## src/bvr_consts.svh

```systemverilog
// Constants for the boot vector address remap block
`ifndef BVR_CONSTS_SVH
`define BVR_CONSTS_SVH

`define BVR_ADDR_W         32
`define BVR_FLASH_BASE     32'hFFE0_0000
`define BVR_FLASH_LAST     32'hFFFF_FFFF
`define BVR_RESET_VECTOR   32'hFFF0_0100
`define BVR_REMAP_VECTOR   32'hFFE0_0100
`define BVR_HALF_BIT       20
`define BVR_REMAP_COUNT    2
`define BVR_CNT_W          2
`define BVR_CNT_RESET      2'h0
`define BVR_FLASH_WIDTH    8

`endif

```

## src/bvr_pkg.sv

```systemverilog
// Types shared by the boot vector address remap block
`default_nettype none
package bvr_pkg;

	typedef struct packed
	{
		logic        valid;
		logic        done;
		logic [31:0] addr;
	} bvr_req_t;

	typedef struct packed
	{
		logic        valid;
		logic        flash_sel;
		logic [31:0] addr;
	} bvr_out_t;

	typedef enum logic [1:0]
	{
		BVR_REMAP = 2'b01,
		BVR_PASS  = 2'b10
	} bvr_state_t;

endpackage

`default_nettype wire

```

## src/bvr_remap.sv

```systemverilog
// Boot vector address remap between processor local bus and boot flash
// How it works
// The boot flash is selected as an 8-bit device for addresses FFE0 0000h to FFFF FFFFh.
// After hard reset the processor fetches first from the reset vector FFF0 0100h.
// For the first two memory accesses after reset, address bit 20 is inverted.
// After those two accesses complete, address bit 20 passes unchanged until next reset.
// Multi-byte data is big-endian, most significant byte at the lowest address.
// Any hard reset (power-on, switch or JTAG) re-arms the remap sequence.
// A saturating access counter, cleared on reset, enables inversion while below two.
`timescale 1ns/1ps
`default_nettype none
`include "bvr_consts.svh"

module bvr_remap
	import bvr_pkg::*;
#(
	parameter int ADDR_W = `BVR_ADDR_W
)
(
	input  wire logic        clock,
	input  wire logic        reset_n,
	input  wire bvr_req_t    cpu_req,
	input  wire logic [31:0] cpu_wdata,
	output var  bvr_out_t    mem_out,
	output var  logic [31:0] mem_wdata_be,
	output var  logic        remap_active,
	output var  logic [1:0]  access_count
);

	////////////////////////////////////////////////////////////////////////////////
	// Address decode, byte order and count helpers

	function automatic logic in_flash(input logic [31:0] a);
		in_flash = (a >= `BVR_FLASH_BASE) && (a <= `BVR_FLASH_LAST);
	endfunction

	function automatic logic [31:0] to_big_endian(input logic [31:0] w);
		to_big_endian = {w[7:0], w[15:8], w[23:16], w[31:24]};
	endfunction

	// Count as it will stand after this cycle, held at the limit
	function automatic logic [1:0] count_after(input logic [1:0] c, input logic step);
		if (step && (c < `BVR_REMAP_COUNT))
			count_after = c + 2'h1;
		else
			count_after = c;
	endfunction

	////////////////////////////////////////////////////////////////////////////////
	// Access counter

	logic [`BVR_CNT_W-1:0] count;
	logic                  below_limit;

	bvr_access_counter
	#(
		.CNT_W (`BVR_CNT_W),
		.LIMIT (`BVR_REMAP_COUNT)
	)
	u_counter
	(
		.clock       (clock),
		.reset_n     (reset_n),
		.done        (cpu_req.valid & cpu_req.done),
		.count       (count),
		.below_limit (below_limit)
	);

	////////////////////////////////////////////////////////////////////////////////
	// Remap state

	bvr_state_t state_reg;
	bvr_state_t state_next;

	always_comb
	begin
		state_next = state_reg;
		unique case (state_reg)
			BVR_REMAP:
				if (!below_limit)
					state_next = BVR_PASS;
			BVR_PASS:
				state_next = BVR_PASS;
			default:
				state_next = BVR_REMAP;
		endcase
	end

	always_ff @(posedge clock)
	begin
		if (!reset_n)
			state_reg <= BVR_REMAP;
		else
			state_reg <= state_next;
	end

	////////////////////////////////////////////////////////////////////////////////
	// Address path, registered

	bvr_out_t    out_reg;
	bvr_out_t    out_next;
	logic [31:0] wdata_reg;
	logic [31:0] wdata_next;
	logic        active_reg;
	logic        active_next;
	logic [1:0]  cnt_reg;
	logic [1:0]  cnt_next;
	logic [31:0] addr_mod;
	logic [1:0]  count_ahead;

	always_comb
	begin
		addr_mod = cpu_req.addr;
		count_ahead = count_after(count, cpu_req.valid && cpu_req.done);
		// Reset vector FFF0 0100h lands on FFE0 0100h while armed
		if ((state_reg == BVR_REMAP) && below_limit)
			addr_mod[`BVR_HALF_BIT] = ~cpu_req.addr[`BVR_HALF_BIT];
		out_next.valid     = cpu_req.valid;
		out_next.addr      = addr_mod;
		out_next.flash_sel = cpu_req.valid && in_flash(addr_mod);
		wdata_next         = to_big_endian(cpu_wdata);
		// Status matches the count that the next access is judged by
		active_next        = (state_next == BVR_REMAP)
		                     && (count_ahead < `BVR_REMAP_COUNT);
		cnt_next           = count_ahead;
	end

	always_ff @(posedge clock)
	begin
		if (!reset_n)
		begin
			out_reg    <= '0;
			wdata_reg  <= 32'h0000_0000;
			active_reg <= 1'b1;
			cnt_reg    <= `BVR_CNT_RESET;
		end
		else
		begin
			out_reg    <= out_next;
			wdata_reg  <= wdata_next;
			active_reg <= active_next;
			cnt_reg    <= cnt_next;
		end
	end

	assign mem_out      = out_reg;
	assign mem_wdata_be = wdata_reg;
	assign remap_active = active_reg;
	assign access_count = cnt_reg;

endmodule

`default_nettype wire

```

## src/bvr_access_counter.sv

```systemverilog
// Saturating counter of completed processor memory accesses
`timescale 1ns/1ps
`default_nettype none
`include "bvr_consts.svh"

module bvr_access_counter
#(
	parameter int CNT_W = `BVR_CNT_W,
	parameter int LIMIT = `BVR_REMAP_COUNT
)
(
	input  wire logic             clock,
	input  wire logic             reset_n,
	input  wire logic             done,
	output var  logic [CNT_W-1:0] count,
	output var  logic             below_limit
);

	logic [CNT_W-1:0] count_reg;
	logic [CNT_W-1:0] count_next;

	always_comb
	begin
		count_next = count_reg;
		if (done && (count_reg < LIMIT[CNT_W-1:0]))
			count_next = count_reg + {{(CNT_W-1){1'b0}}, 1'b1};
	end

	always_ff @(posedge clock)
	begin
		if (!reset_n)
			count_reg <= `BVR_CNT_RESET;
		else
			count_reg <= count_next;
	end

	assign count       = count_reg;
	assign below_limit = (count_reg < LIMIT[CNT_W-1:0]);

endmodule

`default_nettype wire

```

## config.mk

```make
export PLATFORM = sky130hd
export DESIGN_NAME = bvr_remap
export DESIGN_NICKNAME = d
export VERILOG_FILES = /design/src/bvr_pkg.sv /design/src/bvr_remap.sv /design/src/bvr_access_counter.sv
export VERILOG_INCLUDE_DIRS = /design/src
export SDC_FILE = /design/constraint.sdc
export NUM_CORES = 1
export LEC_CHECK = 0
export ABC_CLOCK_PERIOD_IN_PS = 2300
export BUFFER_PORTS_ARGS = -buffer_cell sky130_fd_sc_hd__buf_2
export CAP_MARGIN = 0
export CORE_MARGIN = 10
export CORE_UTILIZATION = 35
export CTS_CLUSTER_DIAMETER = 60
export CTS_CLUSTER_SIZE = 12
export DETAILED_ROUTE_END_ITERATION = 12
export PLACE_DENSITY = 0.75
export SLEW_MARGIN = 15
export SYNTH_ARGS = -nofsm -noshare
export SYNTH_HDL_FRONTEND = slang
export SYNTH_HIERARCHICAL = 1
export SYNTH_SLANG_ARGS = --single-unit
```

## constraint.sdc

```tcl
create_clock -name clock -period 2.3 [get_ports clock]
set_input_delay 0.115 -clock clock [delete_from_list [all_inputs] [get_ports clock]]
set_output_delay 0.115 -clock clock [all_outputs]
set_load 0.03 [all_outputs]
```

=== After elaboration in Yosys (flattened, before gate mapping) ===
Index checks and enable logic that the tools add are counted.
Widths: inputs -> output; s select.

* Input bits: 68
* Output and inout bits: 69
* Word-level logic and storage cells: 30
* Bits in registers: 73

* Eq/ne operators: 3
* Reduce and logical (&&, ||, !) cells: 7
* Bitwise logic cells: 2
* Mux-type cells: 4
* $add $sub $neg: 1
* Magnitude comparators: 5

{| class="wikitable"
|+ Operators by type and width
! cell !! count
|-
| $ge 32x32->1 const B || 1
|-
| $le 32x32->1 const B || 1
|-
| $logic_and 1x1->1 || 7
|-
| $lt 2x2->1 const B || 3
|-
| $eq 2x1->1 const B || 2
|-
| $mux 2 || 2
|-
| $pmux 2 s2 || 1
|-
| $add 2x1->2 const B || 1
|-
| $eq 2x2->1 const B || 1
|-
| $and 1x1->1 || 1
|-
| $mux 1 || 1
|-
| $not 1->1 || 1
|}

=== Logic depth before layout (Yosys ltp) ===
Gate-level depths: netlist of run 1.

* Word-level depth: 6
* Depth in mapped cells: 5
* Gate-level depth less buffers: 5

=== Hierarchy ===
Netlist of run 1, hierarchy kept.

{| class="wikitable"
|+ By module, submodules not included
! module !! area an instance (sq um) !! times used !! sequential area each (sq um) !! cells an instance
|-
| bvr_remap || 2,039.5 || 1 || 1,421.4 || 168
|-
| bvr_access_counter || 81.3 || 1 || 40.0 || 9
|}

=== Worst setup path after synthesis of run 1 ===
Ideal clock, no wire load.

* Path kind: register -> register
* From: register state_reg[0]
* To: register active_reg, in the netlist remap_active
* Stages on the path, launching flop included: 5
* Data required time: 2.169 ns
* Setup time: 0.131 ns
* Clock period less this slack: 1.166 ns
* Buffers on the path: 0
* Setup slack: 1.134 ns
* Arrival: 1.035 ns
* Cells stage by stage: dfxtp_1 > inv_1 > ha_1 > a2111oi_4 > a211oi_2

* Cells in the longest elaborated chain, start to end: 4
* Elaborated cells on any way between the ends: 6
* Those cells by class: eq/ne (3); mux (2); reduce/logical (1)

{| class="wikitable"
|+ Ends and longest elaborated chain
! item !! line !! text
|-
| from (decl) || bvr_remap.sv:72 || <nowiki>bvr_state_t state_reg;</nowiki>
|-
| from (signal assigned) || bvr_remap.sv:94 || <nowiki>state_reg <= state_next;</nowiki>
|-
| $eq 2x2->1 (tied with other cells) || bvr_remap.sv:78 || <nowiki>unique case (state_reg)</nowiki>
|-
| $pmux 2 s2 * || bvr_remap.sv:78 ||
|-
| $eq 2x1->1 * || bvr_remap.sv:123 || <nowiki>active_next = (state_next == BVR_REMAP)</nowiki>
|-
| $logic_and 1x1->1 * || bvr_remap.sv:123 ||
|-
| to (signal assigned) || bvr_remap.sv:141 || <nowiki>active_reg <= active_next;</nowiki>
|-
| to (decl) || bvr_remap.sv:104 || <nowiki>logic active_reg;</nowiki>
|}

Every way passes the cells marked *; elsewhere a longest branch is shown, timed or not.
A chain may end at the register's enable or synchronous reset.

=== Worst setup path in the final report of run 1 ===
* From: register state_reg[1]
* To: register active_reg, in the netlist remap_active

Same word-level chain as after synthesis.

==> results of run 1 <==
## layer usage
layer | vias to the layer above | global-route usage (%) | wire length (um)
met5 | - | 0 | 0
met4 | 0 | 5.257 | 115
met3 | 11 | 6.272 | 600
met2 | 83 | 24.26 | 3475
met1 | 826 | 12.71 | 2426
li1 | 947 | - | -
## Yosys cell counts, drive strengths merged
master,number
nand3b,1
a31oi,1
xor2,2
nand3,2
nor2b,2
nand4,2
inv,5
buf,1
nand2,4
a2111oi,1
nor4,1
nor2,6
o21ai,1
dfxtp,73
a21oi,1
ha,2
and2,64
clkbuf,6
nand4bb,1
a211oi,1
## per-stage QoR
| step | power, mW | cell area, um2 | instances | worst slack, ns | util [%] |
|---|---|---|---|---|---|
| 2_1_floorplan | 1.659 | 2121 | 177 | 1.134 | - |
| 3_3_place_gp | 1.800 | 2865 | 382 | 0.9695 | 48.68 |
| 3_5_place_dp | 1.809 | 2865 | 382 | 0.9228 | 48.68 |
| 4_1_cts | 3.097 | 3700 | 457 | 1.047 | 62.86 |
| 5_1_grt | 3.183 | 3700 | 457 | 0.9913 | 62.86 |
| 6_report | 3.061 | 3700 | 457 | 1.067 | 62.86 |
## worst max path at each step
| stage | end | slack, ns | depth (start not counted) |
|---|---|---|---|
| 3_3_place_gp | mem_out[32] | 0.97 | 4 |
| 4_1_cts | remap_active | 1.05 | 5 |
| 3_5_place_dp | mem_out[32] | 0.92 | 4 |
| 5_1_grt | remap_active | 0.99 | 5 |
| 2_1_floorplan | remap_active | 1.13 | 4 |
| 6_report | remap_active | 1.07 | 5 |
## final cells by class
class                      count  area (um2)
clock buffer                  11       141.4
multi-input combinational     92       603.1
fill                         487        2186
inverter                       5       18.77
sequential                    73        1461
tap                           75       93.84
timing repair buffer         196        1279
clock inverter                 5       102.6
## critical path: cells and delay by family, from the launching register on
family,cells,cell delay [ns]
flip-flops,1,0.36
AO/OA/AOI/OAI,1,0.21
AND/OR/NAND/NOR,2,0.34
adder cells (fa/ha/maj),1,0.20
buffers and inverters,1,0.05
## what timing repair did
action                                 4_1_cts  5_1_grt
endpoints found under the hold margin       59        0
gates resized for setup                      0        0
hold buffers                                59        0
## logic make-up after synthesis
family,Yosys count,share of synthesized area [%]
buffers and inverters,12,2.655
AO/OA/AOI/OAI,5,2.655
XOR/XNOR,2,0.8261
adder cells (fa/ha/maj),2,1.180
flip-flops,73,68.91
AND/OR/NAND/NOR,83,23.78
## report_power, final
part	switching (mW)	internal, mW	total (mW)
Combinational	0.277	0.212	0.489
Clock	0.455	0.749	1.20
Sequential	0.0234	1.34	1.37
Total	0.756	2.30	3.06
==> metrics.md, run 1 <==
| Metric | Value |
|---|---|
| Status | `completed` |
| Worst hold stages | `2` |
| Routability Congestion | `0.7384` |
| Post-Route Skew | `0.0006586 ns` |
| Cell type with the highest occurrence count on the critical path | `nor2_1` |
| Sum of routed wire length over all layers | `6617 um` |
| Wire length per cell | `14.48 um` |
| Maximum net fanout on the critical path | `3` |
| Leading cell types in the layout, fill and taps excluded | `buf_2 (136), dfxtp_1 (73), and2_1 (64), dlygate4sd3_1 (59), clkbuf_8 (10)` |
| Max IR drop VDD | `0.4408 mV` |
| Vertical die dimension | `97.84 um` |
| Width of the die | `97.84 um` |
| Antenna cell count | `0` |
| Number of levels in the clock H-tree | `3` |
| Setup TNS | `0 ns` |
| Num Clock Sinks | `73` |
| Worst setup path startpoint | `state_reg[1]` |
| Critical R2R Launch | `state_reg[1]` |
| Reg2Reg Depth | `5` |
| FF-to-FF setup slack | `1.07 ns` |
| Number of warning messages in the yosys log | `6` |
| R2r endpoint | `remap_active` |
| Cell breakdown of the critical path | `inv_1 -> ha_1 -> nor2_1 -> nor2_1 -> a211oi_2` |
| Clock-pin slew reported for the worst setup and hold paths after clock tree synthesis | `0.07 ns` |
| Cell count after synthesis | `177` |
| Detail-routed via count per cell | `4.085` |
| Leading cell types by total area after synthesis | `dfxtp_1 (69%), and2_1 (19%), clkbuf_2 (1.4%), a2111oi_4 (1.3%), ha_1 (1.2%)` |
| Register area share after synthesis | `68.91%` |
| Worst Hold Slack | `0.01132 ns` |
| Max-capacitance violation count | `0` |
| CTS buffer count | `9` |
| Headroom to the max-slew limit | `68.92%` |
| Via total after detailed routing | `1,867` |
| Total GRT Usage | `13.36%` |
| Slew Viols, Final | `0` |
| Startpoint of the most critical hold path | `cpu_req[25]` |
| Initial Utilization | `36.03%` |
| HPWL reported at the end of detailed placement | `4517 um` |
| Final number of hold-violating endpoints | `0` |
| Fraction of final layout cells sized beyond drive strength 1 | `40.84%` |
| Crit path DAT | `1.49 ns` |
| Initial antenna violation count | `0` |
| Hold/Removal Path Class | `in2reg` |
| Antenna Violating Nets Remaining | `0` |
| Maximum count of clock buffers along a single path | `2` |
| Clock insertion delay at the later pin of the skew report | `0.33 ns` |
| P per Cell Area | `827.3 mW/mm2` |
| Wire length of the first global-routing pass | `10,360 um` |
| Die footprint | `0.009573 mm2` |
| Flops & latches, synth | `73` |
| CTS tree | `done` |
| Growth of design area from synthesis to finish | `74.45%` |
| Starting DRT DRC Count | `24` |
| Data required time at the worst endpoint | `2.56 ns` |
| Standby leakage power | `1.835 nW` |
| Flip-flop count of the largest register, all copies and words added | `34` |
| Number of optimization iterations in the first detailed-route pass | `4` |
| Final setup violation count | `0` |
| Net count after synthesis | `247` |
| Ports | `137` |
| Area of the mapped netlist | `0.002121 mm2` |
| Post-synth top area cell | `dfxtp_1` |
| Post-route DRC violation count | `0` |
| CP startpoint kind | `flop` |
| Total congestion overflow after global routing | `0` |
| Total number of placement rows | `28` |
| Final-stage net count | `447` |
| Most common cell after layout, fill and taps aside | `buf_2` |
| Number of buffers inserted to repair setup after CTS | `0` |
| Unrepaired setup endpoints after global routing | `false` |
| Post-layout minimum cycle time | `1.233 ns` |
| Period utilization | `53.62%` |
| I/O Buffers | `136` |
| Area share of the leading cell type in the synthesized netlist | `68.91%` |
| Critical-path top delay cell | `dfxtp_1` |
| Peak Freq | `0.8109 GHz` |
| Worst Tran Pin Value | `0.4662 ns` |
| Count of unique library cells instantiated by Yosys | `21` |
| Critical Path End Type | `flop` |
| CTS Root Buffer Type | `clkbuf_8` |
| Mean Syn Cell Area | `11.98 um2` |
| Pin count of the biggest net entering global routing | `37` |
| Crit Path Class | `reg2reg` |
| Highest cell delay on the worst timing path | `0.36 ns` |
| Core Region | `0.005886 mm2` |
| Vias in the first global route | `2,068` |
| Hold EP | `mem_out[25]` |
No activity file was read; power rests on OpenSTA's default activity.
==> inputs of run 2 (changes only) <==
- ABC_CLOCK_PERIOD_IN_PS: 2300 -> 1000
- PLACE_DENSITY: 0.75 -> 0.78
- clock period: 2.3 -> 1 ns (I/O delays scaled with it)
==> run 2 against run 1 <==
  * The flow now finishes with violations (negative setup slack)
  * Count of clock-buffer cells in the layout did not move
  * Sequential power rose by 130%
  * Routed wire length rose by 1.1%
  * Combinational power rose to 2.5 times the previous value
  * Sequential share of layout area fell by 1.1 points
  * Flip-flop and latch count did not move
  * Die area did not move
  * Critical path type unchanged
  * Critical endpoint unchanged
==> metrics.md, run 2 (synthesis gave the netlist of run 1 again) <==
| Metric | Value |
|---|---|
| Post-route insts no fill | `469 (+2.6%)` |
| Total congestion overflow after global routing | `0 (unchanged)` |
| Critical R2R Launch | `state_reg[0]` |
| Pin count of the biggest net entering global routing | `31 (-16%)` |
| Width of the die | `97.84 um (unchanged)` |
| I/O Buffers | `136 (unchanged)` |
| Clock-pin slew reported for the worst setup and hold paths after clock tree synthesis | `0.07 ns (about the same)` |
| Most common cell after layout, fill and taps aside | `buf_2` |
| Initial Utilization | `36.03% (unchanged)` |
| Violated checks | `negative setup slack` |
| Routability Congestion | `0.7388 (about the same)` |
| Cell breakdown of the critical path | `inv_4 -> ha_4 -> nor2_4 -> a2111oi_4 -> a211oi_2` |
| Vias in the first global route | `2,047 (-1.0%)` |
| Status | `finished with violations` |
| Flip-flop count of the largest register, all copies and words added | `34 (unchanged)` |
| Fraction of final layout cells sized beyond drive strength 1 | `43.26% (+2.4 points)` |
| Leading cell types in the layout, fill and taps excluded | `buf_2 (136), dfxtp_1 (71), dlygate4sd3_1 (65), and2_1 (64), clkbuf_8 (10)` |
| Worst Tran Pin Value | `0.2901 ns (-0.1761 ns)` |
| Final-stage net count | `458 (+2.5%)` |
| Overall power consumption | `6.881 mW (+120%)` |
| Fillers | `476 (-2.3%)` |
| Die footprint | `0.009573 mm2 (unchanged)` |
| P per Cell Area | `1797 mW/mm2 (+120%)` |
| Standby leakage power | `1.881 nW (+2.5%)` |
| Sum of routed wire length over all layers | `6688 um (+1.1%)` |
| Vertical die dimension | `97.84 um (unchanged)` |
| Peak Freq | `0.9101 GHz (+12%)` |
| Antenna Violating Nets Remaining | `0 (unchanged)` |
| Crit path DAT | `1.31 ns (-0.18 ns)` |
| Num Clock Sinks | `73 (unchanged)` |
| Total GRT Usage | `13.63% (+0.27 points)` |
| Critical Path End Type | `flop` |
| Clock insertion delay at the later pin of the skew report | `0.33 ns (about the same)` |
| Headroom to the max-slew limit | `80.66% (+12 points)` |
| Growth of design area from synthesis to finish | `80.53%` |
| Final setup violation count | `3 (+3)` |
| Crit Path Class | `reg2reg` |
| Final worst-path setup slack | `-0.09882 ns (-1.166 ns)` |
| CP startpoint kind | `flop` |
| Hold EP | `mem_out[31]` |
| Unrepaired setup endpoints after global routing | `true` |
| Number of levels in the clock H-tree | `3 (unchanged)` |
| Number of placed instances, taps included | `386 (+1.0%)` |
| Worst hold stages | `3 (+1)` |
| Via total after detailed routing | `1,906 (+2.1%)` |
| Number of optimization iterations in the first detailed-route pass | `4 (unchanged)` |
| Ports | `137 (unchanged)` |
| Post-Route Skew | `0.001549 ns (+0.0008907 ns)` |
| R2r endpoint | `remap_active` |
| Fraction of the core area covered by cells at the end of the flow | `65.05% (+2.2 points)` |
| Detail-routed via count per cell | `4.064 (-0.52%)` |
| Reg2Reg Depth | `5 (unchanged)` |
| Slew Viols, Final | `0 (unchanged)` |
| Wire length per cell | `14.26 um (-1.5%)` |
| Post-route DRC violation count | `0 (unchanged)` |
| CTS tree | `done` |
| Max-capacitance violation count | `0 (unchanged)` |
| Total number of placement rows | `28 (unchanged)` |
| Critical-path top delay cell | `dfxtp_4` |
| Final number of hold-violating endpoints | `0 (unchanged)` |
| FF-to-FF setup slack | `-0.1 ns (-1.17 ns)` |
| Initial antenna violation count | `1 (+1)` |
| Max IR drop VDD | `1.033 mV (+130%)` |
| Startpoint of the most critical hold path | `reset_n` |
| Wire length of the first global-routing pass | `10,480 um (+1.1%)` |
| Hold/Removal Path Class | `in2reg` |
| CTS Root Buffer Type | `clkbuf_8` |
| Period utilization | `109.9% (+56 points)` |
| Maximum count of clock buffers along a single path | `2 (unchanged)` |
| Post-layout minimum cycle time | `1.099 ns (-0.1344 ns)` |
| CTS buffer count | `9 (unchanged)` |
| Setup TNS | `-0.1854 ns (-0.1854 ns)` |
| Starting DRT DRC Count | `33 (+38%)` |
| Core Region | `0.005886 mm2 (unchanged)` |
| Data required time at the worst endpoint | `1.21 ns (-1.35 ns)` |
| Maximum net fanout on the critical path | `3 (unchanged)` |
| HPWL reported at the end of detailed placement | `4518 um (about the same)` |
| Highest cell delay on the worst timing path | `0.37 ns (about the same)` |
-- run 2: layout make-up --
class | instances | area, um2 | area share (%)
multi-input cells | 92 | 645.6 | 16.86
inverters | 5 | 21.27 | 0.5556
clock buffers | 11 | 141.4 | 3.693
diodes | 1 | 2.502 | 0.06536
clock inverters | 5 | 78.83 | 2.059
well taps | 75 | 93.84 | 2.451
flip-flops and latches | 73 | 1469 | 38.37
repair buffers | 207 | 1376 | 35.95
-- run 2: how the worst max path moves through the flow --
stage | from | endpoint | slack, ns | depth (start not counted)
after global placement | state_reg[1] | remap_active | -0.09 | 5
after floorplan | state_reg[1] | remap_active | -0.08 | 5
after global routing | state_reg[0] | remap_active | -0.14 | 5
after detailed placement | state_reg[0] | remap_active | -0.13 | 5
after CTS | state_reg[0] | remap_active | -0.10 | 5
final | state_reg[0] | remap_active | -0.1 | 5
-- run 2: per-layer routing --
metal	part of all wire [%]	global-route usage, %
met2	50	23.35
met5	0	0
met3	10	6.906
met4	1.1	6.040
met1	39	13.56
-- run 2: critical path: cells and delay by family (launching register included) --
| kind | cells | cell delay [ns] |
|---|---|---|
| compound gates | 2 | 0.36 |
| fa+ha+maj | 1 | 0.15 |
| buf+inv | 1 | 0.06 |
| flops | 1 | 0.37 |
| simple gates | 1 | 0.04 |
-- run 2: through the flow --
step | cell area (um2) | hold slack (ns) | worst slack (ns)
final | 3829 | 0.02048 | -0.09882
after global routing | 3829 | 0.03697 | -0.1396
after CTS | 3821 | 0.01698 | -0.1020
after detailed placement | 2924 | 0.2511 | -0.1315
after global placement | 2924 | 0.2488 | -0.08954
after floorplan | 2150 | 0.1717 | -0.08073
-- run 2: what timing repair did --
action	in CTS	in global routing
pin swaps	4	2
hold buffers	65	0
setup endpoints to repair	4	4
endpoints found under the hold margin	66	0
resized for setup	5	2
buffers inserted	1	0
-- run 2: power breakdown --
group / internal (mW) / switching, mW / total (mW)
Combinational: 0.564 / 0.667 / 1.23
Sequential: 3.10 / 0.0673 / 3.17
Clock: 1.47 / 1.01 / 2.48
